**src/include/wit_defs.svh**
```systemverilog
`ifndef WIT_DEFS_SVH
`define WIT_DEFS_SVH
// Summary of operation
// RULE1: Per-pin edge select: falling, rising, both, off
// RULE2: Enabled edge in Standby/Normal raises wake interrupt
// RULE3: Enabled wake edge in Sleep enters Standby
// RULE4: Level status only when some pin enabled
// RULE5: Pin sampled continuously, or on bias strobe
// RULE6: Strobed sampling captures at strobe rising edge
// RULE7: Strobe period 16 ms or 64 ms by bit
// RULE8: Interrupt pin active low, open drain, pending-driven
// RULE9: Host clears flags by writing ones only
// RULE10: Clearing LIN wake flag keeps pending wake
// RULE11: Pending LIN wake clears in Normal, standby-control low
// RULE12: Cyclic interrupt enabled entering watchdog Timeout mode
// RULE13: Watchdog overflow in Timeout sets cyclic flag
// RULE14: Overtemperature in Normal/Standby enters Overtemp mode
// RULE15: Overtemp holds reset low, limp-home active
// RULE16: Overtemp switches off regulator and LIN transmitter
// RULE17: Overtemperature gone: Overtemp returns to Standby
// RULE18: Mode field: 00 Standby, 01 Sleep, 1x Normal
// RULE19: Limp-home control forced set during Overtemp
// RULE20: Interrupt flags stay set until host clears
// RULE21: Wake pins synchronised, one event per edge

// ==========================================
// Register offsets (byte addresses)
`define WIT_OFF_CTRL 12'h000
`define WIT_OFF_INT 12'h004
`define WIT_OFF_STAT 12'h008

// ==========================================
// Control register fields
`define WIT_CTL_MODE 0
`define WIT_CTL_CFGA 2
`define WIT_CTL_CFGB 4
`define WIT_CTL_SSEA 6
`define WIT_CTL_SSEB 7
`define WIT_CTL_BSEL 8
`define WIT_CTL_LSTB 9
`define WIT_CTL_LIMP 10

// ==========================================
// Interrupt status fields (write 1 to clear)
`define WIT_INT_WAKEA 0
`define WIT_INT_WAKEB 1
`define WIT_INT_LWI 2
`define WIT_INT_CI 3

// ==========================================
// Status register fields
`define WIT_ST_LVLA 0
`define WIT_ST_LVLB 1
`define WIT_ST_MODE 2
`define WIT_ST_LPEND 4
`define WIT_ST_CIEN 5
`define WIT_ST_IRQPIN 6

// ==========================================
// Codes and reset values
`define WIT_MC_STANDBY 2'b00
`define WIT_MC_SLEEP 2'b01
`define WIT_EDGE_OFF 2'b00
`define WIT_EDGE_FALL 2'b01
`define WIT_EDGE_RISE 2'b10
`define WIT_EDGE_BOTH 2'b11
`define WIT_MODE_RST 2'b00
`define WIT_CFG_RST 2'b00

// ==========================================
// Timing
`define WIT_CLK_KHZ 200000
`define WIT_BIAS_SHORT_MS 16
`define WIT_BIAS_LONG_MS 64
`define WIT_BIAS_ON_NS 1000
`define WIT_CLK_NS 5
`define WIT_BIAS_CNT_W 24
`endif

```
**src/include/wit_pkg.sv**
```systemverilog
`include "wit_defs.svh"
package wit_pkg;
    // Operating modes, Gray along standby-normal-overtemp-sleep
    typedef enum logic [1:0] {
        wit_standby = 2'b00,
        wit_normal = 2'b01,
        wit_overtemp = 2'b11,
        wit_sleep = 2'b10
    } wit_mode_e;

    // Configuration of one wake pin
    typedef struct packed {
        logic [1:0] edge_cfg;
        logic strobe_en;
    } wit_wake_cfg_s;

    // State of one wake channel
    typedef struct packed {
        logic sync1;
        logic sync2;
        logic sampled;
        logic primed;
        logic evt;
    } wit_chan_s;

    // State of the controller
    typedef struct packed {
        logic [1:0] op_mode_field;
        wit_wake_cfg_s cfg_a;
        wit_wake_cfg_s cfg_b;
        logic wake_bias_period_sel;
        logic lin_standby_ctrl;
        logic limp_home_ctrl;
        logic [3:0] int_flags;
        logic lin_pending;
        logic ci_en;
        logic wd_tmo_prev;
        wit_mode_e mode;
        logic [`WIT_BIAS_CNT_W-1:0] bias_cnt;
        logic pready;
        logic pslverr;
        logic [31:0] prdata;
        logic irq_out_n;
        logic irq_oe_n;
        logic system_reset_out_n;
        logic limp_home_out_n;
        logic v1_reg_en;
        logic lin_tx_en;
        logic wake_bias_strobe_out;
    } wit_state_s;
endpackage

```
**src/logic/wit_wake_chan.sv**
```systemverilog
`timescale 1ns/1ps
`include "wit_defs.svh"
module wit_wake_chan (
    // Clock and reset
    input wire logic pclk,
    input wire logic presetn,
    input wire logic clk_en,
    // Pin and configuration
    input wire logic pin,
    input wire wit_pkg::wit_wake_cfg_s cfg,
    input wire logic strobe_rise,
    // Results
    output logic level,
    output logic evt
);
    wit_pkg::wit_chan_s q;
    wit_pkg::wit_chan_s d;
    logic rise;
    logic fall;

    // ==========================================
    // Sync, sample and edge detect
    always_comb begin
        d = q;
        d.sync1 = pin;
        d.sync2 = q.sync1; // see RULE21
        if (!cfg.strobe_en || strobe_rise) begin // see RULE5
            d.sampled = q.sync2; // see RULE6
            d.primed = 1'b1;
        end
        // No edge on the very first sample after reset
        rise = d.sampled & ~q.sampled & q.primed;
        fall = ~d.sampled & q.sampled & q.primed;
        d.evt = (cfg.edge_cfg[1] & rise) | (cfg.edge_cfg[0] & fall); // see RULE1
    end

    // Register, frozen while clk_en is low
    always_ff @(posedge pclk or negedge presetn) begin
        if (!presetn) begin
            q <= '0;
        end else if (clk_en) begin
            q <= d;
        end
    end

    assign level = q.sampled;
    assign evt = q.evt;

    // ==========================================
    // Checks
    property p_off_no_evt;
        @(posedge pclk) disable iff (!presetn)
        clk_en && cfg.edge_cfg == `WIT_EDGE_OFF |=> !evt;
    endproperty
    a_off_no_evt: assert property (p_off_no_evt) else $error("wake event while pin disabled"); // see RULE1

    property p_strobe_hold;
        @(posedge pclk) disable iff (!presetn)
        clk_en && cfg.strobe_en && !strobe_rise |=> $stable(q.sampled);
    endproperty
    a_strobe_hold: assert property (p_strobe_hold) else $error("sample moved between strobes"); // see RULE6
endmodule

```
**src/logic/wit_top.sv**
```systemverilog
// The register addresses and the APB interface to the registers were chosen for this implementation.
`timescale 1ns/1ps
`include "wit_defs.svh"
module wit_top #(
    parameter int BIAS_SHORT_CYC = `WIT_BIAS_SHORT_MS * `WIT_CLK_KHZ,
    parameter int BIAS_LONG_CYC = `WIT_BIAS_LONG_MS * `WIT_CLK_KHZ,
    parameter int BIAS_ON_CYC = `WIT_BIAS_ON_NS / `WIT_CLK_NS
) (
    // Clock, reset, enable
    input wire logic pclk,
    input wire logic presetn,
    input wire logic clk_en,
    // APB slave
    input wire logic psel,
    input wire logic penable,
    input wire logic pwrite,
    input wire logic [11:0] paddr,
    input wire logic [31:0] pwdata,
    output logic pready,
    output logic pslverr,
    output logic [31:0] prdata,
    // Wake pins and bias strobe
    input wire logic local_wake_pin_a,
    input wire logic local_wake_pin_b,
    output logic wake_bias_strobe_out,
    // LIN wake and watchdog
    input wire logic lin_wake_evt,
    input wire logic wd_timeout_mode,
    input wire logic wd_overflow,
    input wire logic watchdog_disable_pin,
    // Temperature
    input wire logic overtemp_ind,
    // Interrupt pin, open drain
    input wire logic irq_in_n,
    output logic irq_out_n,
    output logic irq_oe_n,
    // System outputs
    output logic system_reset_out_n,
    output logic limp_home_out_n,
    output logic v1_reg_en,
    output logic lin_tx_en
);
    localparam int CW = `WIT_BIAS_CNT_W;
    localparam logic [CW-1:0] SHORT_LAST = CW'(BIAS_SHORT_CYC - 1);
    localparam logic [CW-1:0] LONG_LAST = CW'(BIAS_LONG_CYC - 1);
    localparam logic [CW-1:0] ON_CYC = CW'(BIAS_ON_CYC);
    localparam wit_pkg::wit_state_s STATE_RST = '{
        op_mode_field: `WIT_MODE_RST,
        cfg_a: '{edge_cfg: `WIT_CFG_RST, strobe_en: 1'b0},
        cfg_b: '{edge_cfg: `WIT_CFG_RST, strobe_en: 1'b0},
        mode: wit_pkg::wit_standby,
        irq_oe_n: 1'b1,
        limp_home_out_n: 1'b1,
        default: '0
    };

    wit_pkg::wit_state_s q;
    wit_pkg::wit_state_s d;
    logic lvl_a;
    logic lvl_b;
    logic evt_a;
    logic evt_b;
    logic strobe_rise;

    // ==========================================
    // Wake channels
    assign strobe_rise = (q.bias_cnt == '0);

    wit_wake_chan u_chan_a (
        .pclk(pclk),
        .presetn(presetn),
        .clk_en(clk_en),
        .pin(local_wake_pin_a),
        .cfg(q.cfg_a),
        .strobe_rise(strobe_rise),
        .level(lvl_a),
        .evt(evt_a)
    );

    wit_wake_chan u_chan_b (
        .pclk(pclk),
        .presetn(presetn),
        .clk_en(clk_en),
        .pin(local_wake_pin_b),
        .cfg(q.cfg_b),
        .strobe_rise(strobe_rise),
        .level(lvl_b),
        .evt(evt_b)
    );

    // ==========================================
    // Next-state logic
    always_comb begin
        logic access;
        logic commit;
        logic hit;
        logic active;
        logic any_en;
        logic lin_wake;
        logic wake_any;
        logic [CW-1:0] last;
        logic [31:0] stat;
        access = 1'b0;
        commit = 1'b0;
        hit = 1'b0;
        active = 1'b0;
        any_en = 1'b0;
        lin_wake = 1'b0;
        wake_any = 1'b0;
        last = '0;
        stat = '0;
        // Flags hold until a host write clears them
        d = q; // see RULE20

        // Bus decode; a write lands at the edge that sees pready
        access = psel & penable & ~q.pready;
        commit = psel & penable & q.pready;
        hit = (paddr == `WIT_OFF_CTRL) || (paddr == `WIT_OFF_INT) || (paddr == `WIT_OFF_STAT);
        d.pready = access;
        d.pslverr = access & ~hit;
        active = (q.mode == wit_pkg::wit_standby) || (q.mode == wit_pkg::wit_normal);

        // Control register write
        if (commit && pwrite && paddr == `WIT_OFF_CTRL) begin
            d.op_mode_field = pwdata[`WIT_CTL_MODE +: 2];
            d.cfg_a.edge_cfg = pwdata[`WIT_CTL_CFGA +: 2]; // see RULE1
            d.cfg_b.edge_cfg = pwdata[`WIT_CTL_CFGB +: 2]; // see RULE1
            d.cfg_a.strobe_en = pwdata[`WIT_CTL_SSEA];
            d.cfg_b.strobe_en = pwdata[`WIT_CTL_SSEB];
            d.wake_bias_period_sel = pwdata[`WIT_CTL_BSEL];
            d.lin_standby_ctrl = pwdata[`WIT_CTL_LSTB];
            d.limp_home_ctrl = pwdata[`WIT_CTL_LIMP];
        end

        // Bias strobe; shortening the period mid-count just wraps early
        last = q.wake_bias_period_sel ? LONG_LAST : SHORT_LAST; // see RULE7
        if (q.bias_cnt >= last) begin
            d.bias_cnt = '0;
        end else begin
            d.bias_cnt = q.bias_cnt + CW'(1);
        end
        d.wake_bias_strobe_out = (d.bias_cnt < ON_CYC);

        // Write-one-to-clear first, so a same-cycle set wins
        if (commit && pwrite && paddr == `WIT_OFF_INT) begin
            d.int_flags = q.int_flags & ~pwdata[3:0]; // see RULE9
        end

        // Local wake interrupts
        if (active && evt_a) begin
            d.int_flags[`WIT_INT_WAKEA] = 1'b1; // see RULE2
        end
        if (active && evt_b) begin
            d.int_flags[`WIT_INT_WAKEB] = 1'b1; // see RULE2
        end

        // LIN wake: flag and pending condition are separate
        if (q.mode == wit_pkg::wit_normal && !q.lin_standby_ctrl) begin
            d.lin_pending = 1'b0; // see RULE11
        end
        lin_wake = lin_wake_evt & q.lin_standby_ctrl;
        if (lin_wake) begin
            d.lin_pending = 1'b1; // see RULE10
            d.int_flags[`WIT_INT_LWI] = 1'b1;
        end

        // Cyclic interrupt enable follows watchdog Timeout entry
        d.wd_tmo_prev = wd_timeout_mode;
        if (!wd_timeout_mode) begin
            d.ci_en = 1'b0;
        end else if (!q.wd_tmo_prev && active && !watchdog_disable_pin) begin
            d.ci_en = 1'b1; // see RULE12
        end
        if (wd_overflow && wd_timeout_mode && q.ci_en) begin
            d.int_flags[`WIT_INT_CI] = 1'b1; // see RULE13
        end

        // Mode sequencing
        wake_any = evt_a | evt_b | lin_wake;
        unique case (q.mode)
            wit_pkg::wit_standby, wit_pkg::wit_normal: begin
                if (overtemp_ind) begin
                    d.mode = wit_pkg::wit_overtemp; // see RULE14
                end else if (d.op_mode_field == `WIT_MC_STANDBY) begin
                    d.mode = wit_pkg::wit_standby; // see RULE18
                end else if (d.op_mode_field == `WIT_MC_SLEEP) begin
                    d.mode = wit_pkg::wit_sleep;
                end else begin
                    d.mode = wit_pkg::wit_normal;
                end
            end
            wit_pkg::wit_sleep: begin
                if (wake_any || d.op_mode_field == `WIT_MC_STANDBY) begin
                    d.mode = wit_pkg::wit_standby; // see RULE3
                    d.op_mode_field = `WIT_MC_STANDBY;
                end else if (d.op_mode_field[1]) begin
                    d.mode = wit_pkg::wit_normal;
                end
            end
            wit_pkg::wit_overtemp: begin
                if (!overtemp_ind) begin
                    d.mode = wit_pkg::wit_standby; // see RULE17
                    d.op_mode_field = `WIT_MC_STANDBY;
                end
            end
        endcase
        if (d.mode == wit_pkg::wit_overtemp) begin
            d.limp_home_ctrl = 1'b1; // see RULE19
        end

        // Registered pin outputs, taken from the next state
        d.irq_out_n = 1'b0;
        d.irq_oe_n = ~(|d.int_flags); // see RULE8
        d.system_reset_out_n = (d.mode != wit_pkg::wit_overtemp); // see RULE15
        d.limp_home_out_n = ~d.limp_home_ctrl; // see RULE15
        d.v1_reg_en = (d.mode != wit_pkg::wit_overtemp) && (d.mode != wit_pkg::wit_sleep); // see RULE16
        d.lin_tx_en = (d.mode == wit_pkg::wit_normal) && !d.lin_standby_ctrl; // see RULE16

        // Read data, latched with pready
        any_en = (q.cfg_a.edge_cfg != `WIT_EDGE_OFF) || (q.cfg_b.edge_cfg != `WIT_EDGE_OFF);
        stat[`WIT_ST_LVLA] = lvl_a & any_en; // see RULE4
        stat[`WIT_ST_LVLB] = lvl_b & any_en; // see RULE4
        stat[`WIT_ST_MODE +: 2] = q.mode;
        stat[`WIT_ST_LPEND] = q.lin_pending;
        stat[`WIT_ST_CIEN] = q.ci_en;
        stat[`WIT_ST_IRQPIN] = irq_in_n;
        if (access && !pwrite) begin
            unique case (paddr)
                `WIT_OFF_CTRL: begin
                    d.prdata = '0;
                    d.prdata[`WIT_CTL_MODE +: 2] = q.op_mode_field;
                    d.prdata[`WIT_CTL_CFGA +: 2] = q.cfg_a.edge_cfg;
                    d.prdata[`WIT_CTL_CFGB +: 2] = q.cfg_b.edge_cfg;
                    d.prdata[`WIT_CTL_SSEA] = q.cfg_a.strobe_en;
                    d.prdata[`WIT_CTL_SSEB] = q.cfg_b.strobe_en;
                    d.prdata[`WIT_CTL_BSEL] = q.wake_bias_period_sel;
                    d.prdata[`WIT_CTL_LSTB] = q.lin_standby_ctrl;
                    d.prdata[`WIT_CTL_LIMP] = q.limp_home_ctrl;
                end
                `WIT_OFF_INT: begin
                    d.prdata = {28'h0000000, q.int_flags};
                end
                `WIT_OFF_STAT: begin
                    d.prdata = stat;
                end
                default: begin
                    d.prdata = '0;
                end
            endcase
        end
    end

    // ==========================================
    // State register, frozen while clk_en is low
    always_ff @(posedge pclk or negedge presetn) begin
        if (!presetn) begin
            q <= STATE_RST;
        end else if (clk_en) begin
            q <= d;
        end
    end

    assign pready = q.pready;
    assign pslverr = q.pslverr;
    assign prdata = q.prdata;
    assign wake_bias_strobe_out = q.wake_bias_strobe_out;
    assign irq_out_n = q.irq_out_n;
    assign irq_oe_n = q.irq_oe_n;
    assign system_reset_out_n = q.system_reset_out_n;
    assign limp_home_out_n = q.limp_home_out_n;
    assign v1_reg_en = q.v1_reg_en;
    assign lin_tx_en = q.lin_tx_en;

    // ==========================================
    // Checks
    property p_irq_pin;
        @(posedge pclk) disable iff (!presetn)
        irq_oe_n == !(|q.int_flags);
    endproperty
    a_irq_pin: assert property (p_irq_pin) else $error("interrupt pin disagrees with flags"); // see RULE8

    property p_w1c_keep;
        @(posedge pclk) disable iff (!presetn)
        clk_en && psel && penable && pready && pwrite && paddr == `WIT_OFF_INT
            && !pwdata[`WIT_INT_CI] && q.int_flags[`WIT_INT_CI] |=> q.int_flags[`WIT_INT_CI];
    endproperty
    a_w1c_keep: assert property (p_w1c_keep) else $error("flag cleared without a one written"); // see RULE9

    property p_wake_irq;
        @(posedge pclk) disable iff (!presetn)
        clk_en && evt_a && (q.mode == wit_pkg::wit_standby || q.mode == wit_pkg::wit_normal)
            |=> q.int_flags[`WIT_INT_WAKEA];
    endproperty
    a_wake_irq: assert property (p_wake_irq) else $error("wake edge raised no interrupt"); // see RULE2

    property p_sleep_wake;
        @(posedge pclk) disable iff (!presetn)
        clk_en && q.mode == wit_pkg::wit_sleep && (evt_a || evt_b) |=> q.mode == wit_pkg::wit_standby;
    endproperty
    a_sleep_wake: assert property (p_sleep_wake) else $error("wake in sleep did not reach standby"); // see RULE3

    property p_lin_clear;
        @(posedge pclk) disable iff (!presetn)
        clk_en && q.mode == wit_pkg::wit_normal && !q.lin_standby_ctrl && !lin_wake_evt |=> !q.lin_pending;
    endproperty
    a_lin_clear: assert property (p_lin_clear) else $error("LIN wake pending not cleared"); // see RULE11

    property p_ci_set;
        @(posedge pclk) disable iff (!presetn)
        clk_en && q.ci_en && wd_timeout_mode && wd_overflow |=> q.int_flags[`WIT_INT_CI] && !irq_oe_n;
    endproperty
    a_ci_set: assert property (p_ci_set) else $error("overflow raised no cyclic interrupt"); // see RULE13

    property p_ot_enter;
        @(posedge pclk) disable iff (!presetn)
        clk_en && overtemp_ind && (q.mode == wit_pkg::wit_standby || q.mode == wit_pkg::wit_normal)
            |=> q.mode == wit_pkg::wit_overtemp;
    endproperty
    a_ot_enter: assert property (p_ot_enter) else $error("overtemperature ignored"); // see RULE14

    property p_ot_pins;
        @(posedge pclk) disable iff (!presetn)
        q.mode == wit_pkg::wit_overtemp |-> !system_reset_out_n && !limp_home_out_n && q.limp_home_ctrl;
    endproperty
    a_ot_pins: assert property (p_ot_pins) else $error("overtemp reset or limp not active"); // see RULE15

    property p_ot_off;
        @(posedge pclk) disable iff (!presetn)
        q.mode == wit_pkg::wit_overtemp |-> !v1_reg_en && !lin_tx_en;
    endproperty
    a_ot_off: assert property (p_ot_off) else $error("overtemp left regulator or LIN on"); // see RULE16

    property p_ot_exit;
        @(posedge pclk) disable iff (!presetn)
        clk_en && q.mode == wit_pkg::wit_overtemp && !overtemp_ind |=> q.mode == wit_pkg::wit_standby;
    endproperty
    a_ot_exit: assert property (p_ot_exit) else $error("overtemp did not return to standby"); // see RULE17

    property p_flag_sticky;
        @(posedge pclk) disable iff (!presetn)
        clk_en && q.int_flags[`WIT_INT_WAKEA] && !(psel && penable && pready && pwrite)
            |=> q.int_flags[`WIT_INT_WAKEA];
    endproperty
    a_flag_sticky: assert property (p_flag_sticky) else $error("flag dropped without host write"); // see RULE20
endmodule

```
**config.mk**
```make
export PLATFORM = sky130hd
export DESIGN_NAME = wit_top
export DESIGN_NICKNAME = d
export VERILOG_FILES = /design/src/include/wit_pkg.sv /design/src/logic/wit_wake_chan.sv /design/src/logic/wit_top.sv
export VERILOG_INCLUDE_DIRS = /design/src /design/src/include
export SDC_FILE = /design/constraint.sdc
export NUM_CORES = 1
export LEC_CHECK = 0
export ABC_AREA = 0
export BUFFER_PORTS_ARGS = -buffer_cell sky130_fd_sc_hd__buf_2
export CORE_MARGIN = 2
export CORE_UTILIZATION = 31
export DETAILED_ROUTE_END_ITERATION = 6
export PLACE_DENSITY_LB_ADDON = 0.3
export RECOVER_POWER = 100
export SLEW_MARGIN = 20
export SYNTH_ARGS = -nofsm -noshare
export SYNTH_HDL_FRONTEND = slang
export SYNTH_SLANG_ARGS = --single-unit
```
**constraint.sdc**
```tcl
create_clock -name pclk -period 3.1 [get_ports pclk]
set_input_delay 0.31 -clock pclk [delete_from_list [all_inputs] [get_ports pclk]]
set_output_delay 0.31 -clock pclk [all_outputs]
set_load 0.02 [all_outputs]
```
# After elaboration in Yosys (flattened, before gate mapping)
# Index checks and enable logic that the tools add are counted.
[word_totals] output_inout_bits=41 elab_cells=148 inputBits=58 reg_bits=94
[classes] magnitude_cmp=2 reduce_logical=42 mux=26 addsub=1 bitwise=33 n_eq_ne=11
[op_table] op="$mux 24" count=2
[op_table] op="$pmux 11 s3" count=1
[op_table] op="$add 24x1->24 const B" count=1
[op_table] op="$ge 24x24->1" count=1
[op_table] op="$logic_not 24->1" count=1
[op_table] op="$lt 24x8->1 const B" count=1
[op_table] op="$mux 2" count=10
[op_table] op="$and 1x1->1" count=19
[op_table] op="$logic_and 1x1->1" count=13
[op_table] op="$eq 12x3->1 const B" count=1
[op_table] op="$eq 12x4->1 const B" count=1
[op_table] op="$logic_not 12->1" count=1
[op_table] op="$reduce_and 2->1" count=6
[op_table] op="$mux 11" count=1
[op_table] op="$mux 1" count=9
[op_table] op="$not 1->1" count=8
[op_table] op="$logic_not 1->1" count=7
[op_table] op="$logic_or 1x1->1" count=7
[op_table] op="$eq 2x1->1 const B" count=3
[op_table] op="$eq 2x2->1 const B" count=3
[op_table] op="$pmux 2 s3" count=1
[op_table] op="$reduce_bool 2->1" count=3
[op_table] op="$and 4x4->4" count=1
[op_table] op="$logic_not 2->1" count=2
[op_table] op="8 further kinds" count=12

# Longest topological paths before layout
[logic_depth] ltp_word=13 depth_mapped=9 ltp_nobuf=8

# Modules after synthesis
# From an unflattened synthesis, not the netlist that was laid out.
[unflattened] cells_unflattened=500 hier_area_um2=4595.7
[by_module_without_submodules] mod="wit_top" n_inst=1 cells_per_inst=468 seq_area_each_um2=1579.0 area_each_um2=4165.2
[by_module_without_submodules] mod="wit_wake_chan" n_inst=2 cells_per_inst=16 seq_area_each_um2=125.1 area_each_um2=215.2

# Worst setup path before layout
# OpenSTA, ideal clock, no wires.
[synth_timing] path_type="input-to-reg" start="input port paddr[1]" end="register q[75] (netlist name)" arrival_ns=2.142 stages=6 n_path_buf=1 setup_ns=0.125 t_required_ns=2.975 path_slack_ns=0.833 cell_sequence="or4_4 or4_4 buf_6 nor3_4 nand2_4 mux2_4"
[synth_between] elab_chain_cells=3
[synth_lines] element="from (decl)" line="wit_top.sv:17" source="input wire logic [11:0] paddr,"
[synth_lines] element="$logic_not 12->1"
[synth_lines] element="$logic_and 1x1->1 (no line)"
[synth_lines] element="$mux 11" line="wit_top.sv:124" source="if (commit && pwrite && paddr == `WIT_OFF_CTRL) begin"
[synth_lines] element="to (signal assigned)" line="wit_top.sv:257" source="q <= STATE_RST;"
[synth_lines] element="to (signal assigned)" line="wit_top.sv:259" source="q <= d;"
[synth_lines] element="to (decl)" line="wit_top.sv:57" source="wit_pkg::wit_state_s q;"
# No other way between the ends.
# A chain may end at the register's enable or synchronous reset.

# Worst setup path after layout
[layout_timing] start="input port paddr[1]" end="register q (netlist bit irq_oe_n)"
[layout_between] elab_chain_cells=6 word_cells_on_any_way=9 classes_between="eq/ne (1); mux (5); bitwise (1); reduce/logical (2)"
[layout_lines] element="$eq 12x3->1 (*)"
[layout_lines] element="$logic_and 1x1->1 (no line) (*)"
[layout_lines] element="$mux 4 (*)" line="wit_top.sv:145" source="if (commit && pwrite && paddr == `WIT_OFF_INT) begin"
[layout_lines] element="$mux 1, on equally long branches"
[layout_lines] element="$reduce_or 4->1 (*)" line="wit_top.sv:213" source="d.irq_oe_n = ~(|d.int_flags);"
[layout_lines] element="$not 1->1 (*)" line="wit_top.sv:213"
# Mark *: on every way between the ends. The rest lies on a longest branch, timed or not.

==> summary.md <==
| Metric | Value |
|---|---|
| Number of setup violations in the final report | `0` |
| Syn_area_per_cell | `9.35 µm²` |
| Maximum count of clock buffers along a single path | `2` |
| Adder-cell share of the synthesized area | `3.22%` |
| Sequential power share | `44.6%` |
| Net total in the final layout | `603` |
| Transition time at the pin with the least slew margin | `1.89 ns` |
| Die ar. | `16000 µm²` |
| Proportion of power drawn by the clock network | `42.8%` |
| Antenna diode count | `0` |
| Total I/O pin count | `99` |
| Tightest Hold Check Type | `input port to register` |
| Average routed wire per standard cell | `approximately 17 µm` |
| Wire length of the first global-routing pass | `20000 µm` |
| XOR/XNOR Fraction of Synth Area | `0.751%` |
| RSZ-0062 raised after global routing | `false` |
| Worst slew margin relative to its limit | `-26.0%` |
| Ratio of final minimum period to clock period | `a little under 90%` |
| Sum of negative setup slack | `0 ns` |
| Required time at the worst-slack endpoint | `3.32 ns` |
| Layout cells sized above 1 | `14.0%` |
| Sequential area share after synthesis | `between 30% and 40%` |
| Endpoint of the most critical setup path | `irq_oe_n` |
| Internal Power | `0.00180 W` |
| CP endpoint kind | `register` |
| Number of buffers inserted by post-CTS setup repair | `0` |
| Most common cell after layout, fill and taps aside | `dfrtp_1` |
| Fraction of registers with async set/reset | `100%` |
| Number of DRC violations after detailed routing | `0` |
| H-Tree Level Count | `3` |
| Number of buffers inserted by hold repair at cts | `0` |
| Fin crit period | `2.73 ns` |
| Arrival time of data at the critical path endpoint | `2.95 ns` |
| Number of global-route vias before repair | `3889` |
| Vias per cell | `5.42` |
| Number of sinks on the clock net | `73` |
| Layout area overhead | `10.3%` |
| Grt total ovfl | `0` |
| Cell type contributing the most total cell area after synthesis | `dfrtp_1` |
| Count of instances resized after the clock tree is built | `0` |
| Violated checks | `capacitance limit, slew limit` |
| Final estimated routing congestion in global placement | `between 0.8 and 0.9` |
| Beginning of the worst register-to-register path | `pready` |
| WS Path Type | `input port to register` |
| Max-cap violation count | `1` |
| Most frequent cells in the layout | `dfrtp_1, o21ai_0, nand2_1` |
| Flip-flop and latch count after synthesis | `73` |
| Worst Reg2Reg Path Length in Cells | `6` |
| Via count of the routed design | `3905` |
| Netlist Area Pre-Place | `4660 µm²` |
| Startpoint Class | `input port` |
| Maximum number of pins on one net before global-route repair | `74` |
| Lkg Pwr | `2.23 nW` |
| Tot GR Track Use | `15.5%` |
| Cts bufs inserted | `9` |
| Complex-gate fraction of the synthesized area | `18.2%` |
| Area share of the leading cell type in the synthesized netlist | `38.1%` |
| Final Power | `0.00251 W` |
| Port Buf Inserts | `55` |
| Clock transition time at the flip-flop clock pins of the worst setup and hold paths | `0.06 ns` |
| Total length of routed wires | `12000 µm` |
| Highest net fanout along the worst path | `8` |
| Reg-to-reg endpoint | `system_reset_out_n` |
| Peak ir drop on the vdd network | `264 µV` |
| Chip Height | `approximately 130 µm` |
| Warnings, synthesis | `0` |
| Cells after Synth | `499` |
| Number of enable-type register cells in the synthesized netlist | `0` |
| Simple logic cell fraction of the synthesized area | `21.2%` |
| Net load switching power | `0.000712 W` |
| Post-route ant nets | `0` |
| Mux contribution to synthesized area | `8.23%` |
| DIE WIDTH | `127 µm` |
| Hold Violations, Final | `0` |
| Result of the run | `finished with violations` |
| Leading post-synthesis cells by cell area | `dfrtp_1, buf_4, a22o_1, o21ai_0, ha_1` |
| Maximum operating frequency | `between 300 and 400 MHz` |
| Starting density of the core | `31.9%` |
| Share of total power in combinational logic | `12.7%` |
| TritonCTS clock tree | `built` |
| Initial DRT Pass Iterations | `4` |
| Filler instances | `1525` |
| Max Clock Skew | `0.00849 ns` |
| Internal reg-to-reg setup slack | `0.50 ns` |
| Final HPWL from detailed placement | `8500 µm` |
| Core ar. | `14600 µm²` |
| Ratio of total power to cell area | `489 nW/µm²` |
| Number of violations reported at the end of detailed-routing iteration 0 | `273` |
| Sw Share | `28.3%` |
| Number of pins with negative max-slew slack in the final report | `74` |
| Initial antenna violation count | `0` |
| Master cell of the clock root buffer | `clkbuf_16` |
| Most frequently used flop master after synthesis | `dfrtp_1` |
| Insertion delay to the later sink of the worst-skew pair | `0.34 ns` |
| Count of unique library cells instantiated by Yosys | `62` |
| Launch point of the critical path | `paddr[1]` |
| Number of standard-cell rows in the floorplan | `44` |
| Largest family of logic cells by synthesized area | `simple AND/OR/NAND/NOR gates` |
-- sequential cells by signal, summed over array words and instances, names as in the netlist --
signal and flops:
lin_tx_en 1, u_chan_b.level 1, u_chan_b.d 1, u_chan_a.evt 1, pslverr 1, irq_oe_n 1
u_chan_a.q 2, u_chan_b.evt 1, q 44, u_chan_a.level 1, wake_bias_strobe_out 1, u_chan_b.q 2
limp_home_out_n 1, system_reset_out_n 1, pready 1, u_chan_a.d 1, prdata 11, v1_reg_en 1
-- worst max-delay path, stage by stage --
cell and delay, ns:
buf_2 0.09, or4_1 0.59, nor4_1 0.77, nand2_1 0.16, nor2_1 0.43, a21boi_0 0.16
o41ai_1 0.44
-- cell families (layout without fill, tap and decap cells) --
family                     count (synthesis)  in the layout
other                                      1             22
AOI/OAI and AO/OA                        122            122
buffers and inverters                     76             93
adders and majority gates                 12             12
DFF                                       73             73
muxes                                     33             33
and+or+nand+nor                          178            178
xor gates and xnor gates                   4              4
-- worst min path at each step --
stage | from | endpoint | cells past startpoint
after floorplan | presetn | lin_tx_en | 0
after detailed placement | u_chan_a.q[1] | u_chan_a.q[1] | 1
after CTS | presetn | q[50] | 1
after global routing | pwdata[5] | q[79] | 2
after global placement | u_chan_b.q[1] | u_chan_b.q[1] | 1
final | pwdata[5] | q[79] | 2
-- cell usage after synthesis (5+ instances only) --
master      n
mux2_4      8
nor2b_1    10
nor3_1     15
o21ai_0    35
o31ai_1     5
nand2_1    34
mux2_2     11
a21oi_1    13
a22o_1     28
buf_4      34
and2_1      7
nand3_1    16
nor2_1     34
dfrtp_1    71
ha_1       12
o2bb2ai_1   7
clkbuf_1   22
nor4_1     10
nand4_1    14
inv_1      15
and3_1     11
mux2i_1    14
-- per-stage QoR --
stage	setup slack (ns)	hold slack, ns	utilization (%)	cells	instance area, µm²
6_report	0.367	0.186	35.1	721	5140
5_1_grt	0.212	0.172	35.1	721	5140
4_1_cts	0.540	0.170	35.8	721	5250
3_5_place_dp	0.529	0.461	33.8	706	4940
3_3_place_gp	0.548	0.449	33.8	706	4940
2_1_floorplan	0.833	0.0144	-	520	4740
-- power groups by stage --
stage / Sequential (W) / Combinational, W / Clock [W]
after floorplan: 0.00109 / 0.000268 / 0
after global placement: 0.00113 / 0.000318 / 0
after detailed placement: 0.00113 / 0.000330 / 0
after CTS: 0.00112 / 0.000329 / 0.00109
after global routing: 0.00114 / 0.000351 / 0.00114
final: 0.00112 / 0.000318 / 0.00108
-- final cells by class --
cell class / instances / area, µm² / area share (%)
Clock buffer: 11 / 253 / 4.91
Clock inverter: 4 / 51.3 / 0.997
Inverter: 15 / 56.3 / 1.09
Multi-Input combinational cell: 371 / 2420 / 47.1
Sequential cell: 73 / 1830 / 35.6
Tap cell: 184 / 230 / 4.47
Timing Repair Buffer: 63 / 303 / 5.89
-- metal layers --
layer  vias to the layer above  track usage, %  part of all wire (%)
met5                         -               0                     0
met4                         0            5.49                   1.0
met1                      1944            21.6                    49
met3                         7            2.74                   4.1
met2                        92            24.2                    46
li1                       1862               -                     -
(Power assumes the default switching activity.)
